File: src/rtl/ctrl_flag_pkg.sv
// Purpose: constants for the control flag bank
// Assumes: 32-bit control words, one core clock
// Notes:   bit positions follow the architectural layout
package ctrl_flag_pkg;
  localparam int unsigned WORD_W    = 32;
  // system control word fields
  localparam int unsigned PROT_BIT  = 0;
  localparam int unsigned MP_BIT    = 1;
  localparam int unsigned EMU_BIT   = 2;
  localparam int unsigned TSW_BIT   = 3;
  localparam int unsigned NE_BIT    = 5;
  localparam int unsigned WP_BIT    = 16;
  localparam int unsigned AM_BIT    = 18;
  localparam int unsigned NW_BIT    = 29;
  localparam int unsigned CD_BIT    = 30;
  localparam int unsigned PG_BIT    = 31;
  // page directory base fields
  localparam int unsigned PWT_BIT   = 3;
  localparam int unsigned PCD_BIT   = 4;
  // feature extension fields
  localparam int unsigned VME_BIT   = 0;
  localparam int unsigned PVI_BIT   = 1;
  localparam int unsigned TSD_BIT   = 2;
  localparam int unsigned DE_BIT    = 3;
  localparam int unsigned PSE_BIT   = 4;
  localparam int unsigned PAE_BIT   = 5;
  localparam int unsigned MCE_BIT   = 6;
  localparam int unsigned PGE_BIT   = 7;
  localparam int unsigned PCE_BIT   = 8;
  // reset values and init masks
  localparam logic [31:0] SYS_RESET  = 32'h6000_0010;
  localparam logic [31:0] PDB_RESET  = 32'h0000_0000;
  localparam logic [31:0] EXT_RESET  = 32'h0000_0000;
  localparam logic [31:0] MP_CLR_MSK = 32'hffff_fffd;
  localparam logic [31:0] EM_NE_MSK  = 32'h0000_0024;
  // numeric control word after init, fault vectors, top privilege level
  localparam logic [15:0] FCW_ABSENT  = 16'hffff;
  localparam logic [15:0] FCW_PRESENT = 16'h037f;
  localparam logic [7:0]  VEC_DEV_NA  = 8'h07;
  localparam logic [7:0]  VEC_UNDEF   = 8'h06;
  localparam logic [7:0]  VEC_MCHK    = 8'h12;
  localparam logic [7:0]  VEC_ALIGN   = 8'h11;
  localparam logic [7:0]  VEC_GPROT   = 8'h0d;
  localparam logic [1:0]  CPL_TOP     = 2'h0;
  // register selects
  typedef enum logic [1:0] {SEL_SYS, SEL_PDB, SEL_EXT, SEL_NONE} creg_sel_t;
  // instruction classes presented for checking
  typedef enum logic [2:0] {
    CLS_NONE, CLS_FLOAT, CLS_WAIT, CLS_PERF, CLS_TSTAMP, CLS_DBG45
  } instr_cls_t;
endpackage

File: src/rtl/fault_prio.sv
// Purpose: picks one fault vector from the raised causes
// Assumes: causes are one-cycle qualified levels
// Notes:   lower index wins
module fault_prio
  import ctrl_flag_pkg::*;
(
  input  wire logic [5:0] cause_i,
  output logic            take_o,
  output logic [7:0]      vec_o
);
  localparam logic [7:0] VEC_TAB [6] =
    '{VEC_GPROT, VEC_UNDEF, VEC_DEV_NA, VEC_DEV_NA, VEC_ALIGN, VEC_MCHK};

  // --------------------------------------------------------------
  // priority pick
  // --------------------------------------------------------------
  always_comb
  begin
    take_o = 1'b0;
    vec_o  = 8'h00;
    for (int i = 5; i >= 0; i--)
    begin
      if (cause_i[i])
      begin
        take_o = 1'b1;
        vec_o  = VEC_TAB[i];
      end
    end
  end
endmodule

File: src/rtl/cpu_control_flag_bank.sv
// Purpose: control register flag bank steering numeric, paging, cache logic
// Assumes: privileged moves are decoded upstream and presented as strobes
// Notes:   fault and pin outputs are registered one cycle after the request
module cpu_control_flag_bank
  import ctrl_flag_pkg::*;
#(
  parameter int unsigned PADDR_W = 36
)
(
  input  wire logic             SYS_CLK_I,
  input  wire logic             RESET_I,
  input  wire logic             CLK_EN_I,
  input  wire logic             MOV_WR_I,
  input  wire logic             MOV_RD_I,
  input  wire logic [1:0]       MOV_SEL_I,
  input  wire logic [31:0]      MOV_WDATA_I,
  input  wire logic [1:0]       CPL_I,
  input  wire logic             FPU_PRESENT_I,
  input  wire logic             INSTR_VALID_I,
  input  wire logic [2:0]       INSTR_CLASS_I,
  input  wire logic             ALIGN_FLAG_I,
  input  wire logic             MISALIGNED_I,
  input  wire logic             V86_MODE_I,
  input  wire logic             TASK_SWITCH_I,
  input  wire logic             MCHK_ERR_I,
  input  wire logic             SUP_WRITE_I,
  input  wire logic             PAGE_USER_RO_I,
  input  wire logic             UNPAGED_CYCLE_I,
  input  wire logic             CACHE_HIT_WRITE_I,
  input  wire logic             INVAL_REQ_I,
  output logic [31:0]           MOV_RDATA_O,
  output logic [15:0]           FCW_INIT_O,
  output logic                  FAULT_O,
  output logic [7:0]            FAULT_VEC_O,
  output logic                  FPU_DISPATCH_O,
  output logic                  WAIT_TEST_TS_O,
  output logic                  FPU_ERR_INTERNAL_O,
  output logic                  PADDR_WIDE_O,
  output logic                  ALT_TABLE_FMT_O,
  output logic                  LARGE_PAGE_OK_O,
  output logic                  LARGE_PAGE_2M_O,
  output logic                  TLB_FLUSH_O,
  output logic                  TLB_KEEP_GLOBAL_O,
  output logic                  INSTR_OK_O,
  output logic                  V86_VINT_O,
  output logic                  PROT_VINT_O,
  output logic                  CACHE_EN_O,
  output logic                  INVAL_ACCEPT_O,
  output logic                  WT_HIT_EXT_O,
  output logic                  WRITE_BLOCK_O,
  output logic                  PAGE_CACHE_DIS_PIN_O,
  output logic                  PAGE_WT_PIN_O
);
  // only the extended width is served; other widths would leave address lines undefined
  if (PADDR_W != 36)
  begin : g_width_check
    $error("PADDR_W must be 36");
  end

  // --------------------------------------------------------------
  // register state
  // --------------------------------------------------------------
  logic [31:0] system_control_word, next_system_control_word;
  logic [31:0] page_directory_base, next_page_directory_base;
  logic [31:0] feature_extension_control, next_feature_extension_control;
  logic        priv_ok;
  logic        mov_priv_fail;

  function automatic logic sel_is(input logic [1:0] s, input creg_sel_t t);
    return s == 2'(t);
  endfunction

  assign priv_ok       = CPL_I == CPL_TOP;
  assign mov_priv_fail = (MOV_WR_I || MOV_RD_I) && !priv_ok;

  // writes land only from privileged moves
  always_comb
  begin
    next_system_control_word       = system_control_word;
    next_page_directory_base       = page_directory_base;
    next_feature_extension_control = feature_extension_control;
    if (MOV_WR_I && priv_ok)
    begin
      if (sel_is(MOV_SEL_I, SEL_SYS))
        next_system_control_word = MOV_WDATA_I;
      if (sel_is(MOV_SEL_I, SEL_PDB))
        next_page_directory_base = MOV_WDATA_I;
      if (sel_is(MOV_SEL_I, SEL_EXT))
        next_feature_extension_control = MOV_WDATA_I;
    end
  end

  always_ff @(posedge SYS_CLK_I)
  begin
    if (RESET_I)
    begin
      system_control_word       <= SYS_RESET;
      page_directory_base       <= PDB_RESET;
      feature_extension_control <= EXT_RESET;
    end
    else if (CLK_EN_I)
    begin
      system_control_word       <= next_system_control_word;
      page_directory_base       <= next_page_directory_base;
      feature_extension_control <= next_feature_extension_control;
    end
  end

  // --------------------------------------------------------------
  // flag decode
  // --------------------------------------------------------------
  logic prot, paging, emu, mon, tsw, ne, wp, am, nw, cd;
  logic v86_virtual_int_enable, prot_virtual_int_enable, timestamp_disable, de, large_page_enable, address_extension_enable, machine_check_enable, global_page_enable, perf_counter_read_enable;
  assign prot   = system_control_word[PROT_BIT];
  assign paging = system_control_word[PG_BIT];
  assign emu    = system_control_word[EMU_BIT];
  assign mon    = system_control_word[MP_BIT];
  assign tsw    = system_control_word[TSW_BIT];
  assign ne     = system_control_word[NE_BIT];
  assign wp     = system_control_word[WP_BIT];
  assign am     = system_control_word[AM_BIT];
  assign nw     = system_control_word[NW_BIT];
  assign cd     = system_control_word[CD_BIT];
  assign v86_virtual_int_enable    = feature_extension_control[VME_BIT];
  assign prot_virtual_int_enable    = feature_extension_control[PVI_BIT];
  assign timestamp_disable    = feature_extension_control[TSD_BIT];
  assign de     = feature_extension_control[DE_BIT];
  assign large_page_enable    = feature_extension_control[PSE_BIT];
  assign address_extension_enable    = feature_extension_control[PAE_BIT];
  assign machine_check_enable    = feature_extension_control[MCE_BIT];
  assign global_page_enable    = feature_extension_control[PGE_BIT];
  assign perf_counter_read_enable    = feature_extension_control[PCE_BIT];

  // static steering outputs follow the registers and FPU_PRESENT_I directly
  logic pae_act;
  assign pae_act            = address_extension_enable && paging && prot;
  assign PADDR_WIDE_O       = pae_act;
  assign ALT_TABLE_FMT_O    = pae_act;
  assign LARGE_PAGE_OK_O    = large_page_enable && prot;
  assign LARGE_PAGE_2M_O    = large_page_enable && prot && pae_act;
  assign FPU_DISPATCH_O     = !emu;
  assign WAIT_TEST_TS_O     = mon;
  assign FPU_ERR_INTERNAL_O = ne;
  assign V86_VINT_O         = v86_virtual_int_enable;
  assign PROT_VINT_O        = prot_virtual_int_enable;
  assign CACHE_EN_O         = !cd;
  assign FCW_INIT_O         = FPU_PRESENT_I ? FCW_PRESENT : FCW_ABSENT;

  // --------------------------------------------------------------
  // instruction checks and event outputs
  // --------------------------------------------------------------
  logic [5:0] cause;
  logic       take;
  logic [7:0] vec;
  logic       is_flt, is_wait, perf_bad, ts_bad, dbg_bad, wait_trap, align_hit;

  assign is_flt    = INSTR_VALID_I && INSTR_CLASS_I == 3'(CLS_FLOAT);
  assign is_wait   = INSTR_VALID_I && INSTR_CLASS_I == 3'(CLS_WAIT);
  assign perf_bad  = INSTR_VALID_I && INSTR_CLASS_I == 3'(CLS_PERF)
                     && !perf_counter_read_enable && !priv_ok;
  assign ts_bad    = INSTR_VALID_I && INSTR_CLASS_I == 3'(CLS_TSTAMP)
                     && timestamp_disable && !priv_ok;
  assign dbg_bad   = INSTR_VALID_I && INSTR_CLASS_I == 3'(CLS_DBG45) && de;
  assign wait_trap = is_wait && mon && tsw;
  assign align_hit = INSTR_VALID_I && MISALIGNED_I && am && ALIGN_FLAG_I;
  assign cause     = {MCHK_ERR_I && machine_check_enable, align_hit, wait_trap,
                      is_flt && (emu || tsw), dbg_bad,
                      perf_bad || ts_bad || mov_priv_fail};

  fault_prio u_prio
  (
    .cause_i (cause),
    .take_o  (take),
    .vec_o   (vec)
  );

  logic        next_fault, next_ok, next_flush, next_keep, next_inval, next_wt;
  logic        next_wblk, next_pcd, next_pwt;
  logic [7:0]  next_vec;
  logic [31:0] next_rdata;

  // per-request events, all registered one cycle later
  always_comb
  begin
    next_fault = take;
    next_vec   = take ? vec : 8'h00;
    next_ok    = INSTR_VALID_I && !take;
    next_flush = TASK_SWITCH_I || (MOV_WR_I && priv_ok && sel_is(MOV_SEL_I, SEL_PDB));
    next_keep  = next_flush && global_page_enable && prot;
    next_inval = INVAL_REQ_I && !nw;
    next_wt    = CACHE_HIT_WRITE_I && !nw;
    next_wblk  = SUP_WRITE_I && PAGE_USER_RO_I && wp;
    next_pcd   = paging && UNPAGED_CYCLE_I && page_directory_base[PCD_BIT];
    next_pwt   = paging && UNPAGED_CYCLE_I && page_directory_base[PWT_BIT];
    next_rdata = 32'h0000_0000;
    if (MOV_RD_I && priv_ok)
    begin
      unique case (MOV_SEL_I)
        2'(SEL_SYS): next_rdata = system_control_word;
        2'(SEL_PDB): next_rdata = page_directory_base;
        2'(SEL_EXT): next_rdata = feature_extension_control;
        default:     next_rdata = 32'h0000_0000;
      endcase
    end
  end

  always_ff @(posedge SYS_CLK_I)
  begin
    if (RESET_I)
    begin
      FAULT_O              <= 1'b0;
      FAULT_VEC_O          <= 8'h00;
      INSTR_OK_O           <= 1'b0;
      TLB_FLUSH_O          <= 1'b0;
      TLB_KEEP_GLOBAL_O    <= 1'b0;
      INVAL_ACCEPT_O       <= 1'b0;
      WT_HIT_EXT_O         <= 1'b0;
      WRITE_BLOCK_O        <= 1'b0;
      PAGE_CACHE_DIS_PIN_O <= 1'b0;
      PAGE_WT_PIN_O        <= 1'b0;
      MOV_RDATA_O          <= 32'h0000_0000;
    end
    else if (CLK_EN_I)
    begin
      FAULT_O              <= next_fault;
      FAULT_VEC_O          <= next_vec;
      INSTR_OK_O           <= next_ok;
      TLB_FLUSH_O          <= next_flush;
      TLB_KEEP_GLOBAL_O    <= next_keep;
      INVAL_ACCEPT_O       <= next_inval;
      WT_HIT_EXT_O         <= next_wt;
      WRITE_BLOCK_O        <= next_wblk;
      PAGE_CACHE_DIS_PIN_O <= next_pcd;
      PAGE_WT_PIN_O        <= next_pwt;
      MOV_RDATA_O          <= next_rdata;
    end
  end
endmodule

File: config.mk
export PLATFORM = sky130hd
export DESIGN_NAME = cpu_control_flag_bank
export DESIGN_NICKNAME = d
export VERILOG_FILES = /design/src/rtl/ctrl_flag_pkg.sv /design/src/rtl/fault_prio.sv /design/src/rtl/cpu_control_flag_bank.sv
export SDC_FILE = /design/constraint.sdc
export NUM_CORES = 1
export LEC_CHECK = 0
export BUFFER_PORTS_ARGS = -buffer_cell sky130_fd_sc_hd__buf_2
export CAP_MARGIN = 30
export CORE_MARGIN = 1.5
export CORE_UTILIZATION = 51
export CTS_BUF_LIST = sky130_fd_sc_hd__clkbuf_4
export CTS_CLUSTER_DIAMETER = 80
export DETAILED_ROUTE_END_ITERATION = 16
export PLACE_DENSITY_LB_ADDON = 0.25
export REMOVE_ABC_BUFFERS = 1
export SKIP_CTS_REPAIR_TIMING = 1
export SLEW_MARGIN = 20
export SYNTH_ARGS = -nofsm -noshare
export SYNTH_HDL_FRONTEND = slang
export SYNTH_SLANG_ARGS = --single-unit
export TNS_END_PERCENT = 5
File: constraint.sdc
create_clock -name SYS_CLK_I -period 1.43 [get_ports SYS_CLK_I]
set_input_delay 0.143 -clock SYS_CLK_I [delete_from_list [all_inputs] [get_ports SYS_CLK_I]]
set_output_delay 0.143 -clock SYS_CLK_I [all_outputs]
set_load 0.1 [all_outputs]
After elaboration in Yosys (flattened, before gate mapping):

Index checks and enable logic that the tools add are counted.

* word-level logic and storage cells: 88
* bits in registers: 145
* input bits: 56

* reduce and logical (&&, ||, !) cells: 51
* equal/unequal tests: 7
* mux-type cells: 16

Operator list (number)
* 32-bit one-hot mux with 3 select lines: 1
* 1-bit logical AND: 35
* 32-bit 2-to-1 mux: 1
* 5-bit 2-to-1 mux: 6
* 16-bit 2-to-1 mux: 1
* 3-bit AND reduction: 3
* 8-bit 2-to-1 mux: 1
* 3-bit by 2-bit equality test with 1-bit output, second input constant: 2
* 3-bit equality test, second input constant: 2
* 1-bit zero test: 6
* 1-bit 2-to-1 mux: 6
* 1-bit logical OR: 5
* 2-bit zero test: 2
* 3-bit by 1-bit equality test with 1-bit output, second input constant: 1
* 2-bit by 1-bit equality test with 1-bit output, second input constant: 1
* 2-bit equality test, second input constant: 1

Longest topological paths before layout:

Gate-level depths: netlist (run 1).

* depth after elaboration: 10
* mapped depth: 8

Modules after synthesis:

From an unflattened synthesis (run 1), not the netlist that was laid out.

* cell total of the unflattened synthesis: 621
* area, all modules: 6477.5 um^2

By module, submodules not included
* cpu_control_flag_bank: area each 6382.4 um^2, times used 1, cells an instance 607
* fault_prio: area each 95.1 um^2, times used 1, cells an instance 14

Worst setup path before layout (run 1):

No wires, ideal clock.

* kind: register to output
* start: register system_control_word[31]
* end: output LARGE_PAGE_2M_O
* arrival time: 2.047 ns
* buffers on the path: 0
* cell stages (with the launch flop): 3
* required time: 1.287 ns
* setup slack: -0.760 ns
* cells stage by stage: dfxtp_1 and3_1 and2_1

* word-level cells in the longest chain between the ends: 3

Ends and longest elaborated chain
* start: declaration: RTL line cpu_control_flag_bank.sv:63 `logic [31:0] system_control_word, next_system_control_word;`
* start signal: assignment: RTL line cpu_control_flag_bank.sv:103 `system_control_word <= next_system_control_word;`
* 1-bit logical AND (2 in series): RTL line cpu_control_flag_bank.sv:136 `assign pae_act = address_extension_enable && paging && prot;`
* net ALT_TABLE_FMT_O: RTL line cpu_control_flag_bank.sv:39 `output logic ALT_TABLE_FMT_O,`
* 1-bit logical AND: RTL line cpu_control_flag_bank.sv:140 `assign LARGE_PAGE_2M_O = large_page_enable && prot && pae_act;`
* end: declaration: RTL line cpu_control_flag_bank.sv:41 `output logic LARGE_PAGE_2M_O,`

The timed path passes the listed nets, and every way through them passes these cells.

Final worst setup path (run 1):

* start: register system_control_word[31]
* end: output LARGE_PAGE_2M_O

* word-level cells in the longest chain between the ends: 3

Ends and longest elaborated chain (RTL line)
* 1-bit logical AND (2 in series): cpu_control_flag_bank.sv:136
* 1-bit logical AND: cpu_control_flag_bank.sv:140

Every way passes these cells.

==> flow_summary.yaml, run 1 <==
detailed_routing:
  vias: 5807
  drt_iter0_markers: 593
  route.detailed.wl_per_inst_microns: 16.2
  postRouteWirelength_microns: 17000
  vias_per_cell: 5.53
  drc: 0
  first_pass_iters: 5
  drtAntennaViolNets: 0
critical_path:
  cp.required_ns: 1.29
  crit_path_cell_trace: "and3_4, and2_4, buf_12"
  cp_num_buf_inv: 1
  max_stage_delay_ns: 0.38
  arrival_ns: 1.40
  cp_max_fo: 3
  cp-end-kind: "output port"
  crit_type: "reg -> out"
  crit_slowest_cell: "dfxtp_4"
  cp-start-kind: "register"
  cp_top_family: "flip-flops"
power:
  p_sw_w: 0.00214
  total_power_w: 0.00778
  pwr-share-clk: 0.366
  power_frac_seq: 0.515
  p_int_w: 0.00564
  vdd_drop_max_v: 0.000783
  powerDensity_mw_per_mm2: 1010
  combPwrFrac: 0.120
  leakagePower_nw: 3.02
  swShare: 0.275
yosys:
  synth.area.mux_share: 0.0564
  synth_top_area_frac: 0.485
  syn_avg_cell_area_sq_um: 7.90
  ys_types: 38
  ys_warn_count: 0
  synthTopCellsByArea: "dfxtp_1 (49%), nand2_1 (15%), a21oi_1 (8.4%)"
  ys_seq_area_frac: 0.485
  synth-simple-area-share: 0.213
  synthAdderAreaFrac: 0
  ys_seq_elements: 142
  synth_top_area_cell: "dfxtp_1"
  synth_top_family_by_area: "simple AND/OR/NAND/NOR gates"
  synth_compound_area_frac: 0.174
  synth_xor_area_frac: 0
  syn_inst: 742
  netlist_area_sq_mm: 0.00586
clock_network:
  ctsLongestPathBuffers: 2
  cts_inserted_buffers: 17
  cts_num_sinks: 142
  h-tree-depth: 4
  clk_latency_ns: 0.53
  cts_tree: "built"
  cts.clk_slew.worst_paths_ns: 0.13
  cts-root-buf: "clkbuf_4"
sta:
  skew_ns: 0.0183
  fin_ws_ns: -0.110
  final-hold-violation-count: 0
  fin_crit_sh: 1.08
  maxSlewViolCount: 0
  worst_hold_slack_ns: 0.0222
  rsz0062_at_grt: "yes"
  setup_viol: 3
  max_freq_mhz: 649
  min_period_ns: 1.54
layout:
  design_area_sq_mm: 0.00770
  final_cell_count_no_fill: 1051
  fill_cells: 872
  layout-drive-gt1-share: 0.229
  syn_to_final_growth_pct: 31.5
  fin_util: 0.699
  nets: 954
  antenna_cells: 0
global_routing:
  grt_start_max_net_pins: 55
  overflow: 0
  grt_pass1_wl_microns: 24400
  antenna_found_initial: 0
  grtUsageTotal: 0.264
  grt_pass1_vias: 5041
floorplan:
  die_area_sq_mm: 0.0121
  row_count: 38
  die_x_microns: 110
  initial_core_util: 0.531
  core_sq_mm: 0.0110
  io_pins: 131
  die_h_microns: 110
placed_design:
  numPortBuffers: 117
  dpl.cell_count: 974
  gp_congestion: 0.867
  hpwl_microns: 10800
  postPlaceCellArea_sq_mm: 0.00675
min_path:
  hp-class: "in -> reg"
outcome:
  outcome: "finished, violations left"
  violations: "setup timing"
run:
  cap_violations: 0
## registers in the layout, summed over array words and instances (netlist names)
signal,cells
WT_HIT_EXT_O,1
INSTR_OK_O,1
FAULT_O,1
TLB_FLUSH_O,1
TLB_KEEP_GLOBAL_O,1
MOV_RDATA_O,32
FAULT_VEC_O,5
system_control_word,32
feature_extension_control,32
INVAL_ACCEPT_O,1
page_directory_base,32
PAGE_CACHE_DIS_PIN_O,1
WRITE_BLOCK_O,1
PAGE_WT_PIN_O,1
## power groups by stage
| stage | registers (W) | clock network (W) | logic [W] |
|---|---|---|---|
| detailed placement | 0.00409 | 0 | 0.000818 |
| global route | 0.00401 | 0.00304 | 0.000979 |
| global placement | 0.00409 | 0 | 0.000807 |
| CTS | 0.00400 | 0.00289 | 0.000820 |
| floorplan | 0.00419 | 0 | 0.000351 |
| finish | 0.00400 | 0.00285 | 0.000930 |
## cell type report
class | count | area (sq um) | area share
clock inverter | 15 | 194 | 0.0252
inverter | 7 | 26.3 | 0.00341
tap | 140 | 175 | 0.0227
clock buffer | 17 | 128 | 0.0166
timing repair buffer | 201 | 1630 | 0.212
multi-input combinational | 529 | 2700 | 0.350
sequential | 142 | 2850 | 0.370
## path summary, 6_finish.rpt
path                                     start  slack [ns]  depth (start not counted)                      end
setup / recovery       system_control_word[31]       -0.11                          3          LARGE_PAGE_2M_O
hold / removal                        CLK_EN_I        0.02                          3           FAULT_VEC_O[3]
setup reg to reg  feature_extension_control[8]        0.06                          5           FAULT_VEC_O[4]
hold reg to reg        system_control_word[19]        0.46                          2  system_control_word[19]
## cells in the final DEF (no fill, tap or decap), types with 2 or more instances in the layout
master,netlist,routed
a211oi_1,2,2
a21oi_1,98,96
a22oi_1,34,34
and2_1,3,2
and3_1,4,3
and4bb_2,2,2
buf_12,0,12
buf_2,25,60
buf_4,21,58
buf_6,0,5
bufinv_16,0,4
clkbuf_4,0,42
clkinv_1,1,3
clkinv_2,0,2
clkinv_4,0,2
clkinvlp_4,0,4
conb_1,2,12
dfxtp_1,142,137
dfxtp_2,0,3
dfxtp_4,0,2
dlygate4sd3_1,0,41
inv_1,6,6
mux2i_1,33,33
nand2_1,232,232
nand3_1,7,6
nand4_1,6,6
nor2_1,41,41
nor2b_1,4,3
nor3_4,0,2
o211ai_1,2,2
o21ai_0,32,32
## worst reg2reg max path, cell delays in order, from the launching register on
cell and delay (ns):
dfxtp_1 0.35, and4bb_2 0.23, o21ai_2 0.14, a21oi_2 0.10, nand3b_1 0.21, o32ai_1 0.26
## layer usage
metal / up-vias / wire, microns / track usage
met5: - / 0 / 0
met4: 0 / 290 / 0.0751
met3: 32 / 1360 / 0.0717
met2: 264 / 8040 / 0.429
met1: 2739 / 7320 / 0.346
li1: 2772 / - / -
## cell usage after synthesis
| cell | instances |
|---|---|
| nand2_1 | 232 |
| dfxtp_1 | 142 |
| a21oi_1 | 98 |
| nor2_1 | 41 |
| a22oi_1 | 34 |
| mux2i_1 | 33 |
| o21ai_0 | 32 |
| buf_2 | 25 |
| clkbuf_1 | 25 |
| buf_4 | 21 |
| nand3_1 | 7 |
| inv_1 | 6 |
| nand4_1 | 6 |
| and3_1 | 4 |
| nor2b_1 | 4 |
| and2_1 | 3 |
| buf_1 | 3 |
| a211oi_1 | 2 |
| and4bb_2 | 2 |
| conb_1 | 2 |
| nor3_2 | 2 |
| o211ai_1 | 2 |
| a21boi_0 | 1 |
| a311o_1 | 1 |
| a311oi_1 | 1 |
| a31o_2 | 1 |
| a31oi_1 | 1 |
| a32oi_1 | 1 |
| a41o_1 | 1 |
| and4bb_1 | 1 |
| clkinv_1 | 1 |
| nand3b_1 | 1 |
| nor2_2 | 1 |
| nor3_1 | 1 |
| o21a_1 | 1 |
| o21ai_1 | 1 |
| o32ai_1 | 1 |
| or3_1 | 1 |
## kinds of logic (layout without fill, tap and decap cells)
kind of cell,after synthesis,count (layout)
AND/OR/NAND/NOR,306,306
multiplexers,33,33
buffers and inverters,81,240
other,2,12
flip-flops,142,142
AO/OA/AOI/OAI,178,178
## stage by stage
step / setup slack, ns / TNS, ns
4_1_cts: -0.291 / -3.90
3_5_place_dp: -0.126 / -2.88
6_report: -0.110 / -0.311
3_3_place_gp: -0.108 / -2.04
2_1_floorplan: -2.81 / -77.89
5_1_grt: -0.180 / -0.662
Note: power is estimated with default switching activity, not from simulation.
==> run 2, diff against run 1 <==
--- a/config.mk
+++ b/config.mk
@@ -7,8 +7,10 @@
 export LEC_CHECK = 0
 export BUFFER_PORTS_ARGS = -buffer_cell sky130_fd_sc_hd__buf_2
 export CAP_MARGIN = 30
+export CELL_PAD_IN_SITES_DETAIL_PLACEMENT = 0
+export CELL_PAD_IN_SITES_GLOBAL_PLACEMENT = 2
 export CORE_MARGIN = 1.5
-export CORE_UTILIZATION = 51
+export CORE_UTILIZATION = 29
 export CTS_BUF_LIST = sky130_fd_sc_hd__clkbuf_4
 export CTS_CLUSTER_DIAMETER = 80
 export DETAILED_ROUTE_END_ITERATION = 16
==> constraint.sdc (replaced) <==
create_clock -name SYS_CLK_I -period 1.43 [get_ports SYS_CLK_I]
set_input_delay 0.429 -clock SYS_CLK_I [delete_from_list [all_inputs] [get_ports SYS_CLK_I]]
set_output_delay 0.429 -clock SYS_CLK_I [all_outputs]
set_load 0.1 [all_outputs]
==> flow_summary.yaml, run 2 (synthesis gave the netlist of run 1 again) <==
clock_network:
  cts.clk_slew.worst_paths_ns: 0.13
  cts_num_sinks: 142
  ctsLongestPathBuffers: 2
  cts_tree: "built"
  cts-root-buf: "clkbuf_4"
  clk_latency_ns: 0.54
  h-tree-depth: 4
  cts_inserted_buffers: 17
global_routing:
  overflow: 0
  grt_pass1_vias: 5485
  grt_pass1_wl_microns: 29300
  antenna_found_initial: 0
  grt_start_max_net_pins: 79
  grtUsageTotal: 0.177
critical_path:
  cp_max_fo: 2
  arrival_ns: 1.40
  crit_type: "reg -> out"
  cp.required_ns: 1.00
  rrSetupSlack_ns: 0.08
  reg2reg_to: "FAULT_VEC_O[4]"
  cp-start-kind: "register"
  reg2reg_from: "feature_extension_control[2]"
  worstRegToRegCells: 5
  cp-end-kind: "output port"
floorplan:
  die_area_sq_mm: 0.0211
  die_x_microns: 145
  core_sq_mm: 0.0197
  row_count: 51
  die_h_microns: 145
  initial_core_util: 0.298
  io_pins: 131
sta:
  worst_pin_slew_ns: 0.611
  max_freq_mhz: 547
  maxSlewViolCount: 0
  skew_ns: 0.0119
  rsz0062_at_grt: "yes"
  setup_viol: 56
  fin_ws_ns: -0.398
  final-hold-violation-count: 0
  max_slew_margin: 0.593
  min_period_ns: 1.83
  fin_crit_sh: 1.28
detailed_routing:
  vias: 5557
  drtAntennaViolNets: 0
  vias_per_cell: 4.82
  postRouteWirelength_microns: 18600
  drt_iter0_markers: 350
  drc: 0
  route.detailed.wl_per_inst_microns: 16.1
  first_pass_iters: 5
outcome:
  outcome: "finished, violations left"
  violations: "setup timing"
layout:
  layout-drive-gt1-share: 0.314
  design_area_sq_mm: 0.00835
  final_cell_count_no_fill: 1153
  nets: 931
  syn_to_final_growth_pct: 42.5
  final_common_cell: "nand2_1"
  antenna_cells: 0
  layout_common_cells: "nand2_1 (232), a21oi_1 (96), dfxtp_1 (86)"
run:
  cap_violations: 0
power:
  powerDensity_mw_per_mm2: 887
  leakagePower_nw: 3.13
  vdd_drop_max_v: 0.000563
min_path:
  hp-class: "in -> reg"
  whs_path_depth: 3
  worstHoldEndpoint: "WT_HIT_EXT_O"
  hold_start: "CACHE_HIT_WRITE_I"
placed_design:
  numPortBuffers: 117
  dpl.cell_count: 1121
  gp_congestion: 0.852
  hpwl_microns: 12900
  postPlaceCellArea_sq_mm: 0.00796
## run 2: changes by cell type in the layout (fill, tap and decap cells not counted), moves of 7 or more
cell           delta
clkbuf_4         -25
buf_12           +58
dfxtp_1          -51
dlygate4sd3_1    -41
dfxtp_2          +42
dfxtp_4           +9
buf_2             -7
## run 2: through the flow
step | utilization | hold slack [ns] | setup TNS [ns] | worst slack, ns | total power (W)
floorplan | - | 0.430 | -120.55 | -3.39 | 0.00454
global placement | 0.405 | 0.441 | -31.40 | -0.424 | 0.00505
detailed placement | 0.405 | 0.447 | -34.43 | -0.441 | 0.00506
CTS | 0.418 | 0.0501 | -13.07 | -0.514 | 0.00750
global route | 0.425 | 0.0763 | -10.98 | -0.487 | 0.00772
finish | 0.425 | 0.0988 | -6.57 | -0.398 | 0.00741
## run 2: cell type report
class,instances,area (sq um)
clock buffers,17,128
clock inverters,15,129
fillers,2019,11300
inverters,7,26.3
multi-input cells,529,2720
flip-flops and latches,142,2940
well taps,265,332
repair buffers,178,2080
## run 2: routing by layer
| metal | vias to the layer above | track usage | wire length (microns) |
|---|---|---|---|
| met1 | 2632 | 0.238 | 8790 |
| met4 | 0 | 0.0480 | 212 |
| met5 | - | 0 | 0 |
| met3 | 20 | 0.0440 | 956 |
| met2 | 180 | 0.282 | 8610 |
| li1 | 2725 | - | - |
## run 2: worst max-delay path, cell delays in order (launching register included)
cell and delay (ns):
dfxtp_2 0.35, and3_4 0.18, and2_4 0.15, buf_12 0.16
## run 2: how the worst max path moves through the flow
stage	startpoint	endpoint	slack [ns]	cells past startpoint
global route	system_control_word[31]	LARGE_PAGE_2M_O	-0.49	3
finish	system_control_word[31]	LARGE_PAGE_2M_O	-0.40	3
global placement	CPL_I[1]	system_control_word[13]	-0.42	8
CTS	feature_extension_control[5]	LARGE_PAGE_2M_O	-0.51	3
floorplan	FPU_PRESENT_I	FCW_INIT_O[10]	-3.39	1
detailed placement	CPL_I[1]	system_control_word[15]	-0.44	8
## run 2: power breakdown
group          switching [W]  leakage (nW)  internal [W]  total (W)
clock                0.00146         0.132      0.000991    0.00245
combinational       0.000665          1.82      0.000303   0.000968
sequential         0.0000263          1.18       0.00397    0.00400
